===== config.mk =====
export PLATFORM = sky130hd
export DESIGN_NAME = pic_controller
export DESIGN_NICKNAME = d
export VERILOG_FILES = /design/src/logic/pic_pkg.sv /design/src/logic/pic_controller.sv
export SDC_FILE = /design/constraint.sdc
export NUM_CORES = 1
export LEC_CHECK = 0
export BUFFER_PORTS_ARGS = -buffer_cell sky130_fd_sc_hd__buf_2
export CORE_MARGIN = 2
export CORE_UTILIZATION = 50
export DETAILED_ROUTE_END_ITERATION = 16
export GPL_TIMING_DRIVEN = 0
export HOLD_SLACK_MARGIN = 0.06
export PLACE_DENSITY = 0.81
export SLEW_MARGIN = 10
export SYNTH_ARGS = -nofsm -noshare
export SYNTH_HDL_FRONTEND = slang
export SYNTH_SLANG_ARGS = --single-unit

===== constraint.sdc =====
create_clock -name aclk -period 5.39 [get_ports aclk]
set_input_delay 1.078 -clock aclk [delete_from_list [all_inputs] [get_ports aclk]]
set_output_delay 1.078 -clock aclk [all_outputs]
set_load 0.02 [all_outputs]

===== src/logic/pic_pkg.sv =====
// Purpose: Shared constants for the prioritized interrupt controller
// Assumes: 32-bit AXI4-Lite register access, byte registers in the low lane
// Notes: Register offsets are indices; byte address is four times the index
package pic_pkg;

  // Source numbering follows priority, 0 is the system reset slot
  localparam int PIC_NSRC = 26;
  localparam int PIC_PW = 5;
  localparam int PIC_NREG = 3;
  localparam int PIC_NPIN = 5;
  localparam int PIC_AW = 12;

  // Register indices, byte address = index * 4
  localparam logic [7:0] PIC_IDX_POSTED_A = 8'hda;
  localparam logic [7:0] PIC_IDX_POSTED_B = 8'hdb;
  localparam logic [7:0] PIC_IDX_POSTED_C = 8'hdc;
  localparam logic [7:0] PIC_IDX_ENABLE_3 = 8'hde;
  localparam logic [7:0] PIC_IDX_ENABLE_2 = 8'hdf;
  localparam logic [7:0] PIC_IDX_ENABLE_0 = 8'he0;
  localparam logic [7:0] PIC_IDX_ENABLE_1 = 8'he1;

  // Register bit -> source priority, 0 marks a reserved bit
  localparam logic [PIC_PW-1:0] PIC_MAP [0:PIC_NREG-1][0:7] = '{
    '{5'd1, 5'd0, 5'd3, 5'd4, 5'd5, 5'd7, 5'd25, 5'd6},
    '{5'd0, 5'd0, 5'd0, 5'd0, 5'd0, 5'd13, 5'd14, 5'd0},
    '{5'd0, 5'd17, 5'd18, 5'd0, 5'd20, 5'd0, 5'd0, 5'd0}
  };

  // Edge-triggered pin sources: port 0, port 1, input one, input two, port 2
  localparam logic [PIC_PW-1:0] PIC_PIN_PRIO [0:PIC_NPIN-1] = '{
    5'd5, 5'd6, 5'd7, 5'd18, 5'd20
  };

  // Field positions
  localparam int PIC_SOFT_POST_BIT = 7;
  localparam int PIC_FLAG_IRQ_EN_BIT = 0;
  localparam int PIC_VEC_SHIFT = 2;
  localparam logic [7:0] PIC_BYTE_RESET = 8'h00;
  localparam logic [7:0] PIC_PC_UPPER_ON_VECTOR = 8'h00;

  // Dispatch timing in CPU cycles
  localparam int PIC_DISPATCH_CYCLES = 13;
  localparam logic [3:0] PIC_STEP_PUSH_HI = 4'h0;
  localparam logic [3:0] PIC_STEP_PUSH_LO = 4'h1;
  localparam logic [3:0] PIC_STEP_PUSH_FL = 4'h2;
  localparam logic [3:0] PIC_STEP_CLR_FL = 4'h3;
  localparam logic [3:0] PIC_STEP_LAST = 4'(PIC_DISPATCH_CYCLES - 1);

  // AXI responses
  localparam logic [1:0] PIC_RESP_OKAY = 2'h0;
  localparam logic [1:0] PIC_RESP_SLVERR = 2'h2;

  // Register selection codes
  typedef enum logic [2:0] {
    PIC_SEL_NONE, PIC_SEL_POST_A, PIC_SEL_POST_B, PIC_SEL_POST_C,
    PIC_SEL_EN_0, PIC_SEL_EN_1, PIC_SEL_EN_2, PIC_SEL_EN_3
  } pic_sel_t;

  typedef enum logic {PIC_IDLE, PIC_DISPATCH} pic_state_t;

endpackage : pic_pkg


===== src/logic/pic_controller.sv =====
// Purpose: Prioritized interrupt controller with CPU dispatch sequencing
// Assumes: Peripheral event inputs are one-cycle pulses on aclk
// Notes: Pin sources pass a three-stage synchroniser and are edge detected
//
// Design decision made here: the AXI4-Lite register port.
`timescale 1ns/1ps
`default_nettype none

// Functional notes
// - A source's trigger condition sets its posted flag.
// - Posted flag holds until acceptance or a software clear.
// - Pending means posted and mask-enabled together.
// - Masking neither erases nor blocks posting; it only hides pending.
// - Lowest-numbered pending source wins; accepted only with global enable.
// - Activation by event, by mask write, or by enable rising.
// - Current instruction finishes before dispatch starts.
// - Dispatch takes exactly 13 cycles as an automatic call.
// - Push upper PC byte, lower PC byte, then flags.
// - After pushes the flag register clears, dropping global enable.
// - Upper PC byte zeroed, lower byte loaded with the vector.
// - Return restores PC and flags, re-enabling interrupts.
// - After return, pending interrupts dispatch before the next instruction.
// - Setting global enable inside a handler allows nesting.
// - Reading a clear register shows posted flags as ones.
// - Soft post off: writing 0 clears, writing 1 does nothing.
// - Soft post on: zeros ignored, each 1 posts that source.
// - Port interrupts post on an edge, not on a level.
// - First register bits: port1, sleep, ext1, port0, rx, tx, reserved, power.
// - Second register: bit 6 interval timer, bit 5 1 ms timer.
// - Third register: bit 4 port 2, bit 2 ext2, bit 1 wrap.
// - Each mask bit gates only its own source.
// - Vector equals four times the priority number.
module pic_controller
(
  input wire logic aclk,
  input wire logic aresetn,
  input wire logic ce,
  // AXI4-Lite slave
  input wire logic [pic_pkg::PIC_AW-1:0] s_axi_awaddr,
  input wire logic s_axi_awvalid,
  output logic s_axi_awready,
  input wire logic [31:0] s_axi_wdata,
  input wire logic [3:0] s_axi_wstrb,
  input wire logic s_axi_wvalid,
  output logic s_axi_wready,
  output logic [1:0] s_axi_bresp,
  output logic s_axi_bvalid,
  input wire logic s_axi_bready,
  input wire logic [pic_pkg::PIC_AW-1:0] s_axi_araddr,
  input wire logic s_axi_arvalid,
  output logic s_axi_arready,
  output logic [31:0] s_axi_rdata,
  output logic [1:0] s_axi_rresp,
  output logic s_axi_rvalid,
  input wire logic s_axi_rready,
  // Event sources
  input wire logic [pic_pkg::PIC_NSRC-1:0] periph_event,
  input wire logic [pic_pkg::PIC_NPIN-1:0] pin_irq,
  // CPU core side
  input wire logic instr_end,
  input wire logic [15:0] cpu_program_counter,
  input wire logic flag_write,
  input wire logic [7:0] flag_wdata,
  input wire logic return_from_service,
  input wire logic [7:0] restored_flags,
  output logic [7:0] cpu_flags,
  output logic irq_request,
  output logic dispatch_busy,
  output logic stack_push,
  output logic [7:0] stack_data,
  output logic pc_load,
  output logic [15:0] pc_value
);
  import pic_pkg::*;

  // Map a byte address to a register
  function automatic pic_sel_t decode_addr(input logic [PIC_AW-1:0] addr);
    logic [7:0] idx;
    idx = addr[9:2];
    // Upper address bits must be zero, otherwise high aliases would hit
    if (addr[1:0] != 2'h0) decode_addr = PIC_SEL_NONE;
    else if (addr[PIC_AW-1:10] != '0) decode_addr = PIC_SEL_NONE;
    else if (idx == PIC_IDX_POSTED_A) decode_addr = PIC_SEL_POST_A;
    else if (idx == PIC_IDX_POSTED_B) decode_addr = PIC_SEL_POST_B;
    else if (idx == PIC_IDX_POSTED_C) decode_addr = PIC_SEL_POST_C;
    else if (idx == PIC_IDX_ENABLE_0) decode_addr = PIC_SEL_EN_0;
    else if (idx == PIC_IDX_ENABLE_1) decode_addr = PIC_SEL_EN_1;
    else if (idx == PIC_IDX_ENABLE_2) decode_addr = PIC_SEL_EN_2;
    else if (idx == PIC_IDX_ENABLE_3) decode_addr = PIC_SEL_EN_3;
    else decode_addr = PIC_SEL_NONE;
  endfunction : decode_addr

  logic [PIC_NSRC-1:0] posted;
  logic [PIC_NSRC-1:0] enable_vec;
  logic [PIC_NSRC-1:0] pending;
  logic [PIC_NSRC-1:0] hw_post;
  logic [PIC_NSRC-1:0] sw_set;
  logic [PIC_NSRC-1:0] sw_clr;
  logic [PIC_NSRC-1:0] acc_clr;
  logic [PIC_NSRC-1:0] impl;
  logic [PIC_NPIN-1:0] pin_s1;
  logic [PIC_NPIN-1:0] pin_s2;
  logic [PIC_NPIN-1:0] pin_s3;
  logic [PIC_NPIN-1:0] pin_level;
  logic [PIC_NPIN-1:0] pin_edge;
  logic soft_post_enable;
  logic [7:0] flag_view [0:PIC_NREG-1];
  logic [PIC_NSRC-1:0] mask_bits;
  logic [PIC_AW-1:0] aw_addr;
  logic aw_held;
  logic [7:0] w_byte;
  logic w_lane;
  logic w_held;
  logic do_write;
  pic_sel_t wsel;
  pic_state_t state;
  logic [3:0] step;
  logic [PIC_PW-1:0] win_prio;
  logic win_found;
  logic accept;
  logic [PIC_PW-1:0] sel_prio;
  logic [15:0] saved_pc;
  logic [7:0] saved_flags;
  logic [7:0] next_flags;

  // Pin synchronisers, first stage feeds only the second
  always_ff @(posedge aclk)
  begin
    if (!aresetn)
    begin
      pin_s1 <= '0;
      pin_s2 <= '0;
      pin_s3 <= '0;
    end
    else if (ce)
    begin
      pin_s1 <= pin_irq;
      pin_s2 <= pin_s1;
      pin_s3 <= pin_s2;
    end
  end

  // Stable pin level once stages two and three agree
  always_ff @(posedge aclk)
  begin
    if (!aresetn)
      pin_level <= '0;
    else if (ce)
      pin_level <= (pin_s2 == pin_s3) ? pin_s3 : pin_level;
  end

  // Rising edge of the agreed level posts the source
  assign pin_edge = (pin_s2 & pin_s3) & ~pin_level;

  // Implemented sources and mask vector from the register layout
  always_comb
  begin
    impl = '0;
    enable_vec = '0;
    for (int r = 0; r < PIC_NREG; r++)
    begin
      for (int b = 0; b < 8; b++)
      begin
        if (PIC_MAP[r][b] != '0)
        begin
          impl[PIC_MAP[r][b]] = 1'b1;
          enable_vec[PIC_MAP[r][b]] = mask_bits[PIC_MAP[r][b]];
        end
      end
    end
  end

  // Read view of posted flags per register, reserved bits zero
  generate
    for (genvar r = 0; r < PIC_NREG; r++)
    begin : g_view
      for (genvar b = 0; b < 8; b++)
      begin : g_bit
        assign flag_view[r][b] = (PIC_MAP[r][b] != '0) ? posted[PIC_MAP[r][b]] : 1'b0;
      end
    end
  endgenerate

  // Hardware posting from pulses and pin edges
  always_comb
  begin
    hw_post = periph_event & impl;
    for (int p = 0; p < PIC_NPIN; p++)
    begin
      if (pin_edge[p])
        hw_post[PIC_PIN_PRIO[p]] = 1'b1;
    end
  end

  // Software post or clear through the posted-flag registers
  always_comb
  begin
    int r;
    sw_set = '0;
    sw_clr = '0;
    r = -1;
    if (wsel == PIC_SEL_POST_A) r = 0;
    else if (wsel == PIC_SEL_POST_B) r = 1;
    else if (wsel == PIC_SEL_POST_C) r = 2;
    if (do_write && w_lane && r >= 0)
    begin
      for (int b = 0; b < 8; b++)
      begin
        if (PIC_MAP[r][b] != '0)
        begin
          if (soft_post_enable)
            sw_set[PIC_MAP[r][b]] = w_byte[b];
          else
            sw_clr[PIC_MAP[r][b]] = ~w_byte[b];
        end
      end
    end
  end

  // Posted flags: set beats any clear in the same cycle
  always_ff @(posedge aclk)
  begin
    if (!aresetn)
      posted <= '0;
    else if (ce)
      posted <= (posted & ~(sw_clr | acc_clr)) | hw_post | sw_set;
  end

  // Pending needs both posted and enabled
  assign pending = posted & enable_vec;

  // Priority encoder, lowest number wins
  always_comb
  begin
    win_prio = '0;
    win_found = 1'b0;
    for (int p = PIC_NSRC - 1; p >= 0; p--)
    begin
      if (pending[p])
      begin
        win_prio = PIC_PW'(p);
        win_found = 1'b1;
      end
    end
  end

  // Flag value as it stands after this cycle's core updates
  always_comb
  begin
    next_flags = cpu_flags;
    if (return_from_service)
      next_flags = restored_flags;
    else if (flag_write)
      next_flags = flag_wdata;
  end

  // Request level; enable rising or a mask write makes it active
  assign irq_request = win_found & next_flags[PIC_FLAG_IRQ_EN_BIT];
  // Taken only at an instruction boundary, return included
  assign accept = ce && state == PIC_IDLE && instr_end && irq_request;
  assign dispatch_busy = (state == PIC_DISPATCH);

  // Acceptance clears only the chosen source
  always_comb
  begin
    acc_clr = '0;
    if (accept)
      acc_clr[win_prio] = 1'b1;
  end

  // CPU flag register
  always_ff @(posedge aclk)
  begin
    if (!aresetn)
      cpu_flags <= PIC_BYTE_RESET;
    else if (ce)
    begin
      if (state == PIC_DISPATCH && step == PIC_STEP_CLR_FL)
        cpu_flags <= PIC_BYTE_RESET;
      else if (state == PIC_IDLE)
        cpu_flags <= next_flags;
    end
  end

  // Dispatch sequencer: automatic call of fixed length
  always_ff @(posedge aclk)
  begin
    if (!aresetn)
    begin
      state <= PIC_IDLE;
      step <= '0;
      sel_prio <= '0;
      saved_pc <= '0;
      saved_flags <= PIC_BYTE_RESET;
    end
    else if (ce)
    begin
      case (state)
        PIC_IDLE:
        begin
          if (accept)
          begin
            state <= PIC_DISPATCH;
            step <= '0;
            sel_prio <= win_prio;
            saved_pc <= cpu_program_counter;
            saved_flags <= next_flags;
          end
        end
        PIC_DISPATCH:
        begin
          if (step == PIC_STEP_LAST)
            state <= PIC_IDLE;
          else
            step <= step + 4'h1;
        end
        default:
          state <= PIC_IDLE;
      endcase
    end
  end

  // Stack pushes and vector load
  always_ff @(posedge aclk)
  begin
    if (!aresetn)
    begin
      stack_push <= 1'b0;
      stack_data <= PIC_BYTE_RESET;
      pc_load <= 1'b0;
      pc_value <= '0;
    end
    else if (ce)
    begin
      stack_push <= 1'b0;
      pc_load <= 1'b0;
      if (state == PIC_DISPATCH)
      begin
        if (step == PIC_STEP_PUSH_HI)
        begin
          stack_push <= 1'b1;
          stack_data <= saved_pc[15:8];
        end
        else if (step == PIC_STEP_PUSH_LO)
        begin
          stack_push <= 1'b1;
          stack_data <= saved_pc[7:0];
        end
        else if (step == PIC_STEP_PUSH_FL)
        begin
          stack_push <= 1'b1;
          stack_data <= saved_flags;
        end
        else if (step == PIC_STEP_LAST)
        begin
          pc_load <= 1'b1;
          pc_value <= {PIC_PC_UPPER_ON_VECTOR, 8'(sel_prio) << PIC_VEC_SHIFT};
        end
      end
    end
  end

  // AXI write channel capture, either order
  assign s_axi_awready = ce & ~aw_held & ~s_axi_bvalid;
  assign s_axi_wready = ce & ~w_held & ~s_axi_bvalid;
  assign do_write = ce & aw_held & w_held & ~s_axi_bvalid;
  assign wsel = decode_addr(aw_addr);

  always_ff @(posedge aclk)
  begin
    if (!aresetn)
    begin
      aw_held <= 1'b0;
      aw_addr <= '0;
      w_held <= 1'b0;
      w_byte <= PIC_BYTE_RESET;
      w_lane <= 1'b0;
      s_axi_bvalid <= 1'b0;
      s_axi_bresp <= PIC_RESP_OKAY;
    end
    else if (ce)
    begin
      if (s_axi_awvalid && s_axi_awready)
      begin
        aw_held <= 1'b1;
        aw_addr <= s_axi_awaddr;
      end
      if (s_axi_wvalid && s_axi_wready)
      begin
        w_held <= 1'b1;
        w_byte <= s_axi_wdata[7:0];
        w_lane <= s_axi_wstrb[0];
      end
      if (do_write)
      begin
        aw_held <= 1'b0;
        w_held <= 1'b0;
        s_axi_bvalid <= 1'b1;
        s_axi_bresp <= (wsel == PIC_SEL_NONE) ? PIC_RESP_SLVERR : PIC_RESP_OKAY;
      end
      else if (s_axi_bvalid && s_axi_bready)
        s_axi_bvalid <= 1'b0;
    end
  end

  // Mask and soft-post enable registers
  always_ff @(posedge aclk)
  begin
    if (!aresetn)
    begin
      mask_bits <= '0;
      soft_post_enable <= 1'b0;
    end
    else if (ce && do_write && w_lane)
    begin
      for (int b = 0; b < 8; b++)
      begin
        if (wsel == PIC_SEL_EN_0 && PIC_MAP[0][b] != '0)
          mask_bits[PIC_MAP[0][b]] <= w_byte[b];
        else if (wsel == PIC_SEL_EN_1 && PIC_MAP[1][b] != '0)
          mask_bits[PIC_MAP[1][b]] <= w_byte[b];
        else if (wsel == PIC_SEL_EN_2 && PIC_MAP[2][b] != '0)
          mask_bits[PIC_MAP[2][b]] <= w_byte[b];
      end
      if (wsel == PIC_SEL_EN_3)
        soft_post_enable <= w_byte[PIC_SOFT_POST_BIT];
    end
  end

  // Mask register read view
  function automatic logic [7:0] mask_view(input int r, input logic [PIC_NSRC-1:0] m);
    logic [7:0] v;
    v = '0;
    for (int b = 0; b < 8; b++)
      v[b] = (PIC_MAP[r][b] != '0) ? m[PIC_MAP[r][b]] : 1'b0;
    mask_view = v;
  endfunction : mask_view

  // AXI read channel, one cycle answer
  assign s_axi_arready = ce & ~s_axi_rvalid;

  always_ff @(posedge aclk)
  begin
    if (!aresetn)
    begin
      s_axi_rvalid <= 1'b0;
      s_axi_rdata <= '0;
      s_axi_rresp <= PIC_RESP_OKAY;
    end
    else if (ce)
    begin
      if (s_axi_arvalid && s_axi_arready)
      begin
        pic_sel_t rsel;
        rsel = decode_addr(s_axi_araddr);
        s_axi_rvalid <= 1'b1;
        s_axi_rresp <= PIC_RESP_OKAY;
        s_axi_rdata <= '0;
        if (rsel == PIC_SEL_POST_A)
          s_axi_rdata[7:0] <= flag_view[0];
        else if (rsel == PIC_SEL_POST_B)
          s_axi_rdata[7:0] <= flag_view[1];
        else if (rsel == PIC_SEL_POST_C)
          s_axi_rdata[7:0] <= flag_view[2];
        else if (rsel == PIC_SEL_EN_0)
          s_axi_rdata[7:0] <= mask_view(0, mask_bits);
        else if (rsel == PIC_SEL_EN_1)
          s_axi_rdata[7:0] <= mask_view(1, mask_bits);
        else if (rsel == PIC_SEL_EN_2)
          s_axi_rdata[7:0] <= mask_view(2, mask_bits);
        else if (rsel == PIC_SEL_EN_3)
          s_axi_rdata[PIC_SOFT_POST_BIT] <= soft_post_enable;
        else
          s_axi_rresp <= PIC_RESP_SLVERR;
      end
      else if (s_axi_rvalid && s_axi_rready)
        s_axi_rvalid <= 1'b0;
    end
  end

endmodule : pic_controller
`default_nettype wire


==> metrics.yaml, run 1 <==
synth:
  syn_area_um2: 6688
  syn_avg_cell_area_um2: 8.057
  ys_ff_latch: 137
  ys_types: 60
  syn_inst: 830
  synth_edf_count: 0
  synth_flop_cell: "dfxtp_1"
  ys_seq_area_share_pct: 41.01
  yosys_warnings: 0
  synthArstFlopShare_pct: 0
route:
  highest_layer: "met4"
  wl_um: 18930
  wire_per_inst_um: 15.74
  drt_iter0_markers: 553
  drc: 0
  wl_met1_um: 8468
  dr.pass1.iters: 5
  num_vias: 6507
  wl_met3_um: 1618
  antenna_left: 0
  wl_met2_um: 8446
  vias_per_cell: 5.409
setup_path:
  crit_end: "saved_pc[12]"
  worstPathRequired_ns: 5.74
  r2r_start: "dispatch_busy"
  crit_path_start_kind: "input pin"
  r2r_end: "saved_pc[12]"
  critical_path_arrival_ns: 3.59
  end_kind: "flop"
  critPathSlowestCell: "nor2_1"
  worst_setup_path_startpoint: "ce"
  path_max_fanout: 10
  reg2reg_setup_slack_ns: 2.78
  crit_chain: "buf_2, buf_2, nor2b_1, clkbuf_1, o2111ai_1, nor2_1, clkbuf_1, nand2_1, a21oi_1"
  worstRegToRegCells: 7
  slowest_delay_ns: 0.64
  path_class: "input pin to flop"
global_route:
  grt_max_degree: 17
  grt-ovfl-total: 0
  track_usage_pct: 26.27
  antenna_found_initial: 0
  grt_pass1_wl_um: 30080
  grt_pass1_vias: 6010
die:
  rows: 42
  die_area_um2: 14320
  ios: 211
  die_y_um: 119.7
  core-area_um2: 13140
  start_util_pct: 50.90
  dieWidth_um: 119.7
clock_network:
  cts_inserted_buffers: 17
  cts.sinks: 137
  postCtsHoldBufs: 0
  ctsHtreeMaxLevel: 4
  clock_latency_ns: 0.43
  path_clk_slew_ns: 0.06
  root_buffer: "clkbuf_16"
  cts_resized: 0
  tritoncts: "yes"
  clockBufferDepth: 2
  postCtsSetupRepairBufs: 0
timing:
  finalSetupTns_ns: 0
  finalSetupViolCount: 0
  fin_crit_ns: 3.235
  hold_viol: 0
  tightest_slew_ns: 0.8058
  clock_skew_ns: 0.01054
  fin_crit_sh_pct: 60.02
  rsz0062_at_grt: "no"
  drv_slew: 0
  fmax_ghz: 0.3091
  max_slew_margin_pct: 46.28
pwr:
  ir_worst_vdd_v: 0.0002394
  power.leakage_uw: 0.003551
  power_density_nw_per_um2: 302.3
  p_total_uw: 2509
cells_and_area:
  multi_input_area_um2: 3583
  final_layout_size_suffix_gt1_share_pct: 20.84
  area.growth.synth_to_final_pct: 24.10
  fill_cells: 1152
  final_nets: 1157
  seq_area_um2: 2743
  diodes: 0
worst_hold_path:
  min_path_type: "flop to flop"
flow_run:
  drv_cap: 0
outcome:
  status: "finished, final reports clean"
placement:
  dp_hpwl_um: 13800
  io_buffers: 129
  gp_congestion: 0.9302
-- placed cells by master, fill, tap and decap left out, drive strengths merged, types with 4 or more instances in the layout --
cell type / count
nor2b: 8
clkbuf: 51
ha: 9
nand4: 13
nor3: 8
nand3: 23
clkinv: 6
buf: 176
o211ai: 9
or4: 5
nor4: 5
inv: 17
nand2: 155
a31oi: 12
dfxtp: 137
a21boi: 4
a21o: 5
mux2i: 65
a21oi: 70
and2: 8
nor2: 91
a22oi: 14
nand2b: 8
o21ai: 41
conb: 37
-- worst max-delay path, delay by kind of cell --
kind,cells,cell delay (ns)
AND/OR/NAND/NOR,3,0.96
buffers and inverters,4,1.07
AO/OA/AOI/OAI,2,0.46
-- metrics by stage --
stage	std cells	hold slack [ns]	util (%)	instance area [um^2]	setup WS (ns)
after floorplan	866	0.4308	-	6823	2.370
after global placement	1171	0.4395	58.52	7689	1.828
after detailed placement	1171	0.4468	58.52	7689	1.847
after CTS	1203	0.4544	63.17	8299	2.181
after global routing	1203	0.4745	63.17	8299	2.026
final	1203	0.4497	63.17	8299	2.155
-- cells in the mapped netlist, types with 3 or more instances --
library cell	instances	area [um^2]
nand4b_1	3	26.28
a22oi_1	14	105.1
mux2i_1	65	650.6
inv_1	14	52.55
buf_2	4	20.02
a21boi_0	3	22.52
nand3_1	23	115.1
nor2_1	89	334.1
o21ai_0	40	200.2
a31oi_1	12	75.07
o211ai_1	9	67.56
nand4_1	13	81.33
a211oi_1	3	22.52
nand2_1	155	581.8
ha_1	9	112.6
buf_1	6	22.52
a21o_1	5	37.54
dfxtp_1	137	2743
buf_4	37	277.8
nor2b_1	8	50.05
nor3_1	8	40.04
nor4_1	4	25.02
mux2_2	3	33.78
and2_1	8	50.05
and4b_1	3	30.03
clkbuf_1	32	120.1
nand3b_1	3	22.52
or4_1	4	30.03
a21oi_1	70	350.3
nand2b_1	8	50.05
-- report_power, final --
| part | total, uW | internal [uW] | switching [uW] |
|---|---|---|---|
| registers | 1070 | 1040 | 30.8 |
| clock network | 1200 | 744 | 455 |
| logic | 239 | 96.3 | 143 |
-- state kept, by name (all words and copies together) (netlist names), 4 cells and up --
signal	count
aw_addr	12
cpu_flags	8
mask_bits	12
pc_value	5
pin_level	5
pin_s1	5
pin_s2	5
pin_s3	5
posted	12
s_axi_rdata	8
saved_flags	8
saved_pc	16
sel_prio	5
stack_data	8
step	4
w_byte	8
-- routing by layer --
metal | up-vias | track usage (%)
li1 | 3183 | -
met1 | 2988 | 36.36
met2 | 302 | 40.57
met3 | 34 | 5.894
met4 | 0 | 8.750
met5 | - | 0
-- cells by family (layout without fill, tap and decap cells) --
kind of cell | after synthesis | in the layout | share of synthesized area (%)
buffers and inverters | 94 | 255 | 7.428
AOI/OAI and AO/OA | 177 | 177 | 15.94
muxes | 68 | 68 | 10.23
other | 1 | 37 | 0.05607
DFF | 137 | 137 | 41.01
xor gates and xnor gates | 2 | 2 | 0.2620
adders and majority gates | 9 | 9 | 1.684
and+or+nand+nor | 342 | 342 | 23.39
-- layout make-up --
type / instances / share of cell area (%)
plain buffers: 79 / 5.307
clock buffers: 19 / 5.337
repair buffers: 129 / 7.779
inverters: 15 / 0.6784
clock inverters: 13 / 2.020
flip-flops and latches: 137 / 33.05
well taps: 176 / 2.653
multi-input cells: 635 / 43.18
-- how the worst min path moves through the flow --
stage	start	to	slack, ns	cells past startpoint
floorplan	aw_addr[10]	aw_addr[10]	0.43	2
global placement	aw_addr[11]	aw_addr[11]	0.44	2
detailed placement	aw_addr[1]	aw_addr[1]	0.45	2
CTS	aw_addr[1]	aw_addr[1]	0.45	2
global route	saved_pc[3]	saved_pc[3]	0.47	2
finish	aw_addr[1]	aw_addr[1]	0.45	2
No activity file was read; power rests on OpenSTA's default activity.
==> run 2: changes to the inputs <==
CORE_UTILIZATION = 46   (was 50)
PLACE_DENSITY = 0.78   (was 0.81)
clock period = 2.85 ns   (was 5.39 ns; I/O delays follow)
==> run 2 against run 1 <==
Net effect:
- non-clock buffer count is the same
- first-iteration DRC count shrank 1.8%
- utilization shrank 5.6 points
- largest cell class unchanged
- critical endpoint is now saved_flags[7]
==> metrics.yaml, run 2 (synthesis results as in run 1) <==
setup_path:
  path_class: "flop to flop"
  critPathBufInv: 2  # -2
  path_max_fanout: 10  # unchanged
  critPathSlowestCell: "a222oi_1"
  slowest_delay_ns: 0.51  # -0.13 ns
  crit_family: "compound AO/OA/AOI/OAI gates"
  critical_path_arrival_ns: 2.99  # -0.60 ns
  crit_path_start_kind: "flop"
  crit_chain: "a222oi_1, nand2_1, o21ai_0, clkbuf_1, buf_1, nand2_1, a21oi_1"
  end_kind: "flop"
  crit_top_cell: "nand2_1"
  worstPathRequired_ns: 3.20  # -2.54 ns
cells_and_area:
  final_cell_mix: "nand2_1, dfxtp_1, buf_2"
  area.growth.synth_to_final_pct: 23.76
  diodes: 0  # unchanged
  layout.cells.non_filler: 1211  # +0.67%
  largest_reg_flops: 16  # unchanged
  layout_commonest_cell: "nand2_1"
  final_layout_size_suffix_gt1_share_pct: 20.84  # unchanged
  max_flop_register: "saved_pc"
  final_nets: 1157  # unchanged
  finish.utilization_pct: 57.60  # -5.6 points
die:
  core-area_um2: 14370  # +9.4%
  die_area_um2: 15520  # +8.4%
  dieWidth_um: 124.6  # +4.1%
  ios: 211  # unchanged
  rows: 44  # +4.8%
  die_y_um: 124.6  # +4.1%
  start_util_pct: 46.54  # -4.4 points
clock_network:
  ctsHtreeMaxLevel: 4  # unchanged
  clock_latency_ns: 0.43  # about the same
  root_buffer: "clkbuf_16"
  cts_inserted_buffers: 17  # unchanged
  tritoncts: "yes"
  postCtsHoldBufs: 0  # unchanged
  cts.sinks: 137  # unchanged
  path_clk_slew_ns: 0.06  # about the same
  clockBufferDepth: 2  # unchanged
pwr:
  p_total_uw: 4642  # +85%
  power_density_nw_per_um2: 560.8  # +86%
  p_sw_share_pct: 25.80  # +0.75 points
  internal_power_uw: 3444  # +83%
  pwr-share-seq_pct: 43.6  # +0.9 points
  power.leakage_uw: 0.003535  # -0.45%
  clkPwrFrac_pct: 46.7  # -1.1 points
  ir_worst_vdd_v: 0.0004649  # +94%
  p_switching_uw: 1198  # +91%
  combPwrFrac_pct: 9.7  # +0.2 points
timing:
  hold_slack_ns: 0.3742  # -0.07549 ns
  finalSetupViolCount: 0  # unchanged
  fin_crit_sh_pct: 92.61
  max_slew_margin_pct: 39.69  # -6.6 points
  tightest_slew_ns: 0.9047  # +0.09886 ns
  finalSetupTns_ns: 0  # unchanged
  clock_skew_ns: 0.007535  # -0.003003 ns
  hold_viol: 0  # unchanged
  fmax_ghz: 0.3789
  rsz0062_at_grt: "no"
  drv_slew: 0  # unchanged
  fin_crit_ns: 2.639
placement:
  io_buffers: 129  # unchanged
  gp_congestion: 0.9639  # +3.6%
  placed_cells: 1179  # +0.68%
  dp_hpwl_um: 13870  # +0.52%
global_route:
  grt_pass1_wl_um: 29770  # -1.0%
  grt_max_degree: 17  # unchanged
  grt-ovfl-total: 0  # unchanged
  antenna_found_initial: 0  # unchanged
  grt_pass1_vias: 5930  # -1.3%
  track_usage_pct: 23.75  # -2.5 points
worst_hold_path:
  min_path_type: "input pin to flop"
route:
  drt_iter0_markers: 543  # -1.8%
  antenna_left: 0  # unchanged
  vias_per_cell: 5.276  # -2.5%
  dr.pass1.iters: 5  # unchanged
  wl_um: 18340  # -3.1%
  num_vias: 6389  # -1.8%
  drc: 0  # unchanged
  wire_per_inst_um: 15.15  # -3.8%
outcome:
  status: "finished, final reports clean"
flow_run:
  drv_cap: 0  # unchanged
run 2: metal layers:
layer | share of wire (%) | GRT usage, %
met1 | 47 | 32.59
met3 | 6.6 | 4.553
met2 | 45 | 37.19
met4 | 2.0 | 8.857
met5 | 0 | 0
run 2: power groups by stage:
stage          Clock, uW  Combinational, uW  Sequential (uW)
4_1_cts             2190                446             2020
3_3_place_gp           0                438             2060
2_1_floorplan          0                284             2060
3_5_place_dp           0                442             2060
5_1_grt             2280                497             2030
6_report            2170                449             2020
run 2: final timing paths:
path,from,endpoint,slack (ns),cells after the start
max,posted[18],saved_flags[7],0.21,7
min,cpu_program_counter[7],saved_pc[7],0.37,3
max reg2reg,posted[18],saved_flags[7],0.21,7
min reg2reg,aw_addr[10],aw_addr[10],0.45,2
run 2: per-stage QoR:
stage,cell area [um^2],setup WS [ns]
2_1_floorplan,6823,0.4626
3_3_place_gp,7699,-0.2251
3_5_place_dp,7699,-0.3180
4_1_cts,8274,0.1222
5_1_grt,8277,0.02239
6_report,8277,0.2107
run 2: worst register-to-register path, cell delays in order (launching register included):
cell and delay (ns):
dfxtp_1 0.40, a222oi_1 0.51, nand2_1 0.20, o21ai_0 0.29, clkbuf_1 0.41, buf_1 0.46, nand2_1 0.13, a21oi_1 0.17
run 2: repair_timing:
action | in CTS | in global routing
setup buffers | 0 | 0
gates resized for setup | 0 | 2
setup endpoints to repair | 0 | 21
run 2: layout make-up:
class / instances / area (um^2)
tap: 184 / 230.2
inverter: 15 / 56.30
clock buffer: 19 / 432.9
multi-input combinational: 635 / 3586
buffer: 79 / 440.4
sequential: 137 / 2743
clock inverter: 13 / 142.6
fill: 1363 / 6092
timing repair buffer: 129 / 645.6
==> run 3: changes to the inputs <==
CELL_PAD_IN_SITES_DETAIL_PLACEMENT = 1   (was default)
CELL_PAD_IN_SITES_GLOBAL_PLACEMENT = 2   (was default)
CORE_UTILIZATION = 26   (was 46)
RECOVER_POWER = 50   (was default)
==> run 3 against run 2 <==
Net effect:
- largest cell class unchanged
- utilization is 24 points lower
- critical path type is now input pin to flop
- combinational power grew 2%
- die area grew 74%
- non-clock buffer count is the same
- maximum frequency fell by 2.2%
- first-iteration DRC count decreased by 31%
- critical path depth increased by 3
- clock-buffer cell count stayed put
- routed wire length grew 21%
==> metrics.yaml, run 3 (synthesis results as in run 1) <==
outcome:
  status: "finished, final reports clean"
cells_and_area:
  final_nets: 1157  # unchanged
  finish.utilization_pct: 33.18  # -24 points
  max_flop_register: "saved_pc"
  final_layout_size_suffix_gt1_share_pct: 17.35  # -3.5 points
  area.growth.synth_to_final_pct: 25.31
  final_cell_mix: "nand2_1, dfxtp_1, buf_2"
  final_cell_area_um2: 8381  # +1.3%
  diodes: 0  # unchanged
  layout_commonest_cell: "nand2_1"
  layout.cells.non_filler: 1356  # +12%
  largest_reg_flops: 16  # unchanged
pwr:
  power_density_nw_per_um2: 538.5  # -4.0%
  ir_worst_vdd_v: 0.0003290  # -29%
  power.leakage_uw: 0.003348  # -5.3%
  p_total_uw: 4513  # -2.8%
route:
  drc: 0  # unchanged
  wire_per_inst_um: 16.39  # +8.2%
  num_vias: 6438  # +0.77%
  dr.pass1.iters: 7  # +2
  wl_um: 22220  # +21%
  antenna_left: 0  # unchanged
  vias_per_cell: 4.748  # -10%
  drt_iter0_markers: 373  # -31%
setup_path:
  crit_path_start_kind: "input pin"
  path_class: "input pin to flop"
  path_max_fanout: 10  # unchanged
  worstPathRequired_ns: 3.16  # -0.04 ns
  crit_chain: "buf_2, buf_2, nor2b_1, clkbuf_1, o2111ai_1, nor2_1, nand4_1, a31oi_1, a21oi_1, o221a_2"
  critPathSlowestCell: "o2111ai_1"
  crit_top_cell: "buf_2"
  critical_path_arrival_ns: 3.01  # +0.02 ns
  slowest_delay_ns: 0.41  # -0.10 ns
  end_kind: "flop"
timing:
  hold_viol: 0  # unchanged
  clock_skew_ns: 0.01084  # +0.003308 ns
  drv_slew: 0  # unchanged
  tightest_slew_ns: 0.9069  # +0.002237 ns
  fin_crit_ns: 2.698  # +0.05892 ns
  fmax_ghz: 0.3706  # -2.2%
  rsz0062_at_grt: "yes"
  max_slew_margin_pct: 39.54  # -0.15 points
  hold_slack_ns: 0.3802  # +0.005912 ns
  finalSetupViolCount: 0  # unchanged
  fin_crit_sh_pct: 94.67  # +2.1 points
global_route:
  grt_use_met1_pct: 22.91  # -9.7 points
  grt_pass1_wl_um: 34170  # +15%
  grt-busiest-layer: "met2"
  antenna_found_initial: 0  # unchanged
  met3_usage_pct: 2.863  # -1.7 points
  grt-ovfl-total: 0  # unchanged
  track_usage_pct: 16.53  # -7.2 points
  use_met2_pct: 25.88  # -11 points
  grt_pass1_vias: 6306  # +6.3%
  grt_max_degree: 17  # unchanged
clock_network:
  postCtsHoldBufs: 0  # unchanged
  cts.sinks: 137  # unchanged
  root_buffer: "clkbuf_16"
  ctsHtreeMaxLevel: 4  # unchanged
  clock_latency_ns: 0.43  # about the same
  clockBufferDepth: 2  # unchanged
  path_clk_slew_ns: 0.06  # about the same
  cts_inserted_buffers: 17  # unchanged
  tritoncts: "yes"
die:
  core-area_um2: 25250  # +76%
  start_util_pct: 26.48  # -20 points
  dieWidth_um: 164.4  # +32%
  ios: 211  # unchanged
  die_y_um: 164.4  # +32%
  rows: 58  # +32%
  die_area_um2: 27020  # +74%
placement:
  placed_cells: 1325  # +12%
  post_dp_cell_area_um2: 7881  # +2.4%
  dp_hpwl_um: 17190  # +24%
  io_buffers: 129  # unchanged
  gp_congestion: 0.8560  # -11%
worst_hold_path:
  min_path_type: "input pin to flop"
flow_run:
  drv_cap: 0  # unchanged
-- run 3: where the power goes --
| group | switching [uW] | internal [uW] |
|---|---|---|
| combinational | 278 | 178 |
| clock | 891 | 1140 |
| sequential | 60.0 | 1970 |
-- run 3: metal layers --
layer / routed length, um / up-vias
met5: 0 / -
met4: 415 / 0
met3: 1158 / 23
met2: 9883 / 178
met1: 10770 / 3039
li1: - / 3198
-- run 3: worst paths after layout --
kind,startpoint,to,slack (ns),depth (start not counted)
min reg2reg,aw_addr[10],aw_addr[10],0.45,2
max,ce,posted[20],0.15,10
min,cpu_program_counter[11],saved_pc[11],0.38,3
max reg2reg,aw_addr[3],posted[1],0.29,6
-- run 3: layout make-up --
cell class	count	area (um^2)
Buffer	79	444.2
Inverter	15	56.30
Timing Repair Buffer	129	598.1
Fill cell	3143	16870
Sequential cell	137	2743
Tap cell	330	412.9
Multi-Input combinational cell	635	3588
Clock buffer	19	442.9
Clock inverter	12	95.09
-- run 3: stage by stage --
step,setup TNS [ns],worst slack [ns]
after global routing,-0.08333,-0.03710
after floorplan,0,0.4626
after CTS,0,0.02479
after detailed placement,-14.38,-0.6031
after global placement,-13.12,-0.5457
final,0,0.1518
-- run 3: critical path, delay by kind of cell --
family | cells | cell delay (ns)
AO/OA/AOI/OAI | 4 | 0.91
buffers and inverters | 3 | 0.77
AND/OR/NAND/NOR | 3 | 0.75
-- run 3: timing repair --
action                                  in CTS  in global routing
endpoints found under the setup margin      20                 28
gates resized for setup                      1                  9
buffers inserted                             0                  0
cloned                                       0                  0
endpoints found under the hold margin        0                  0
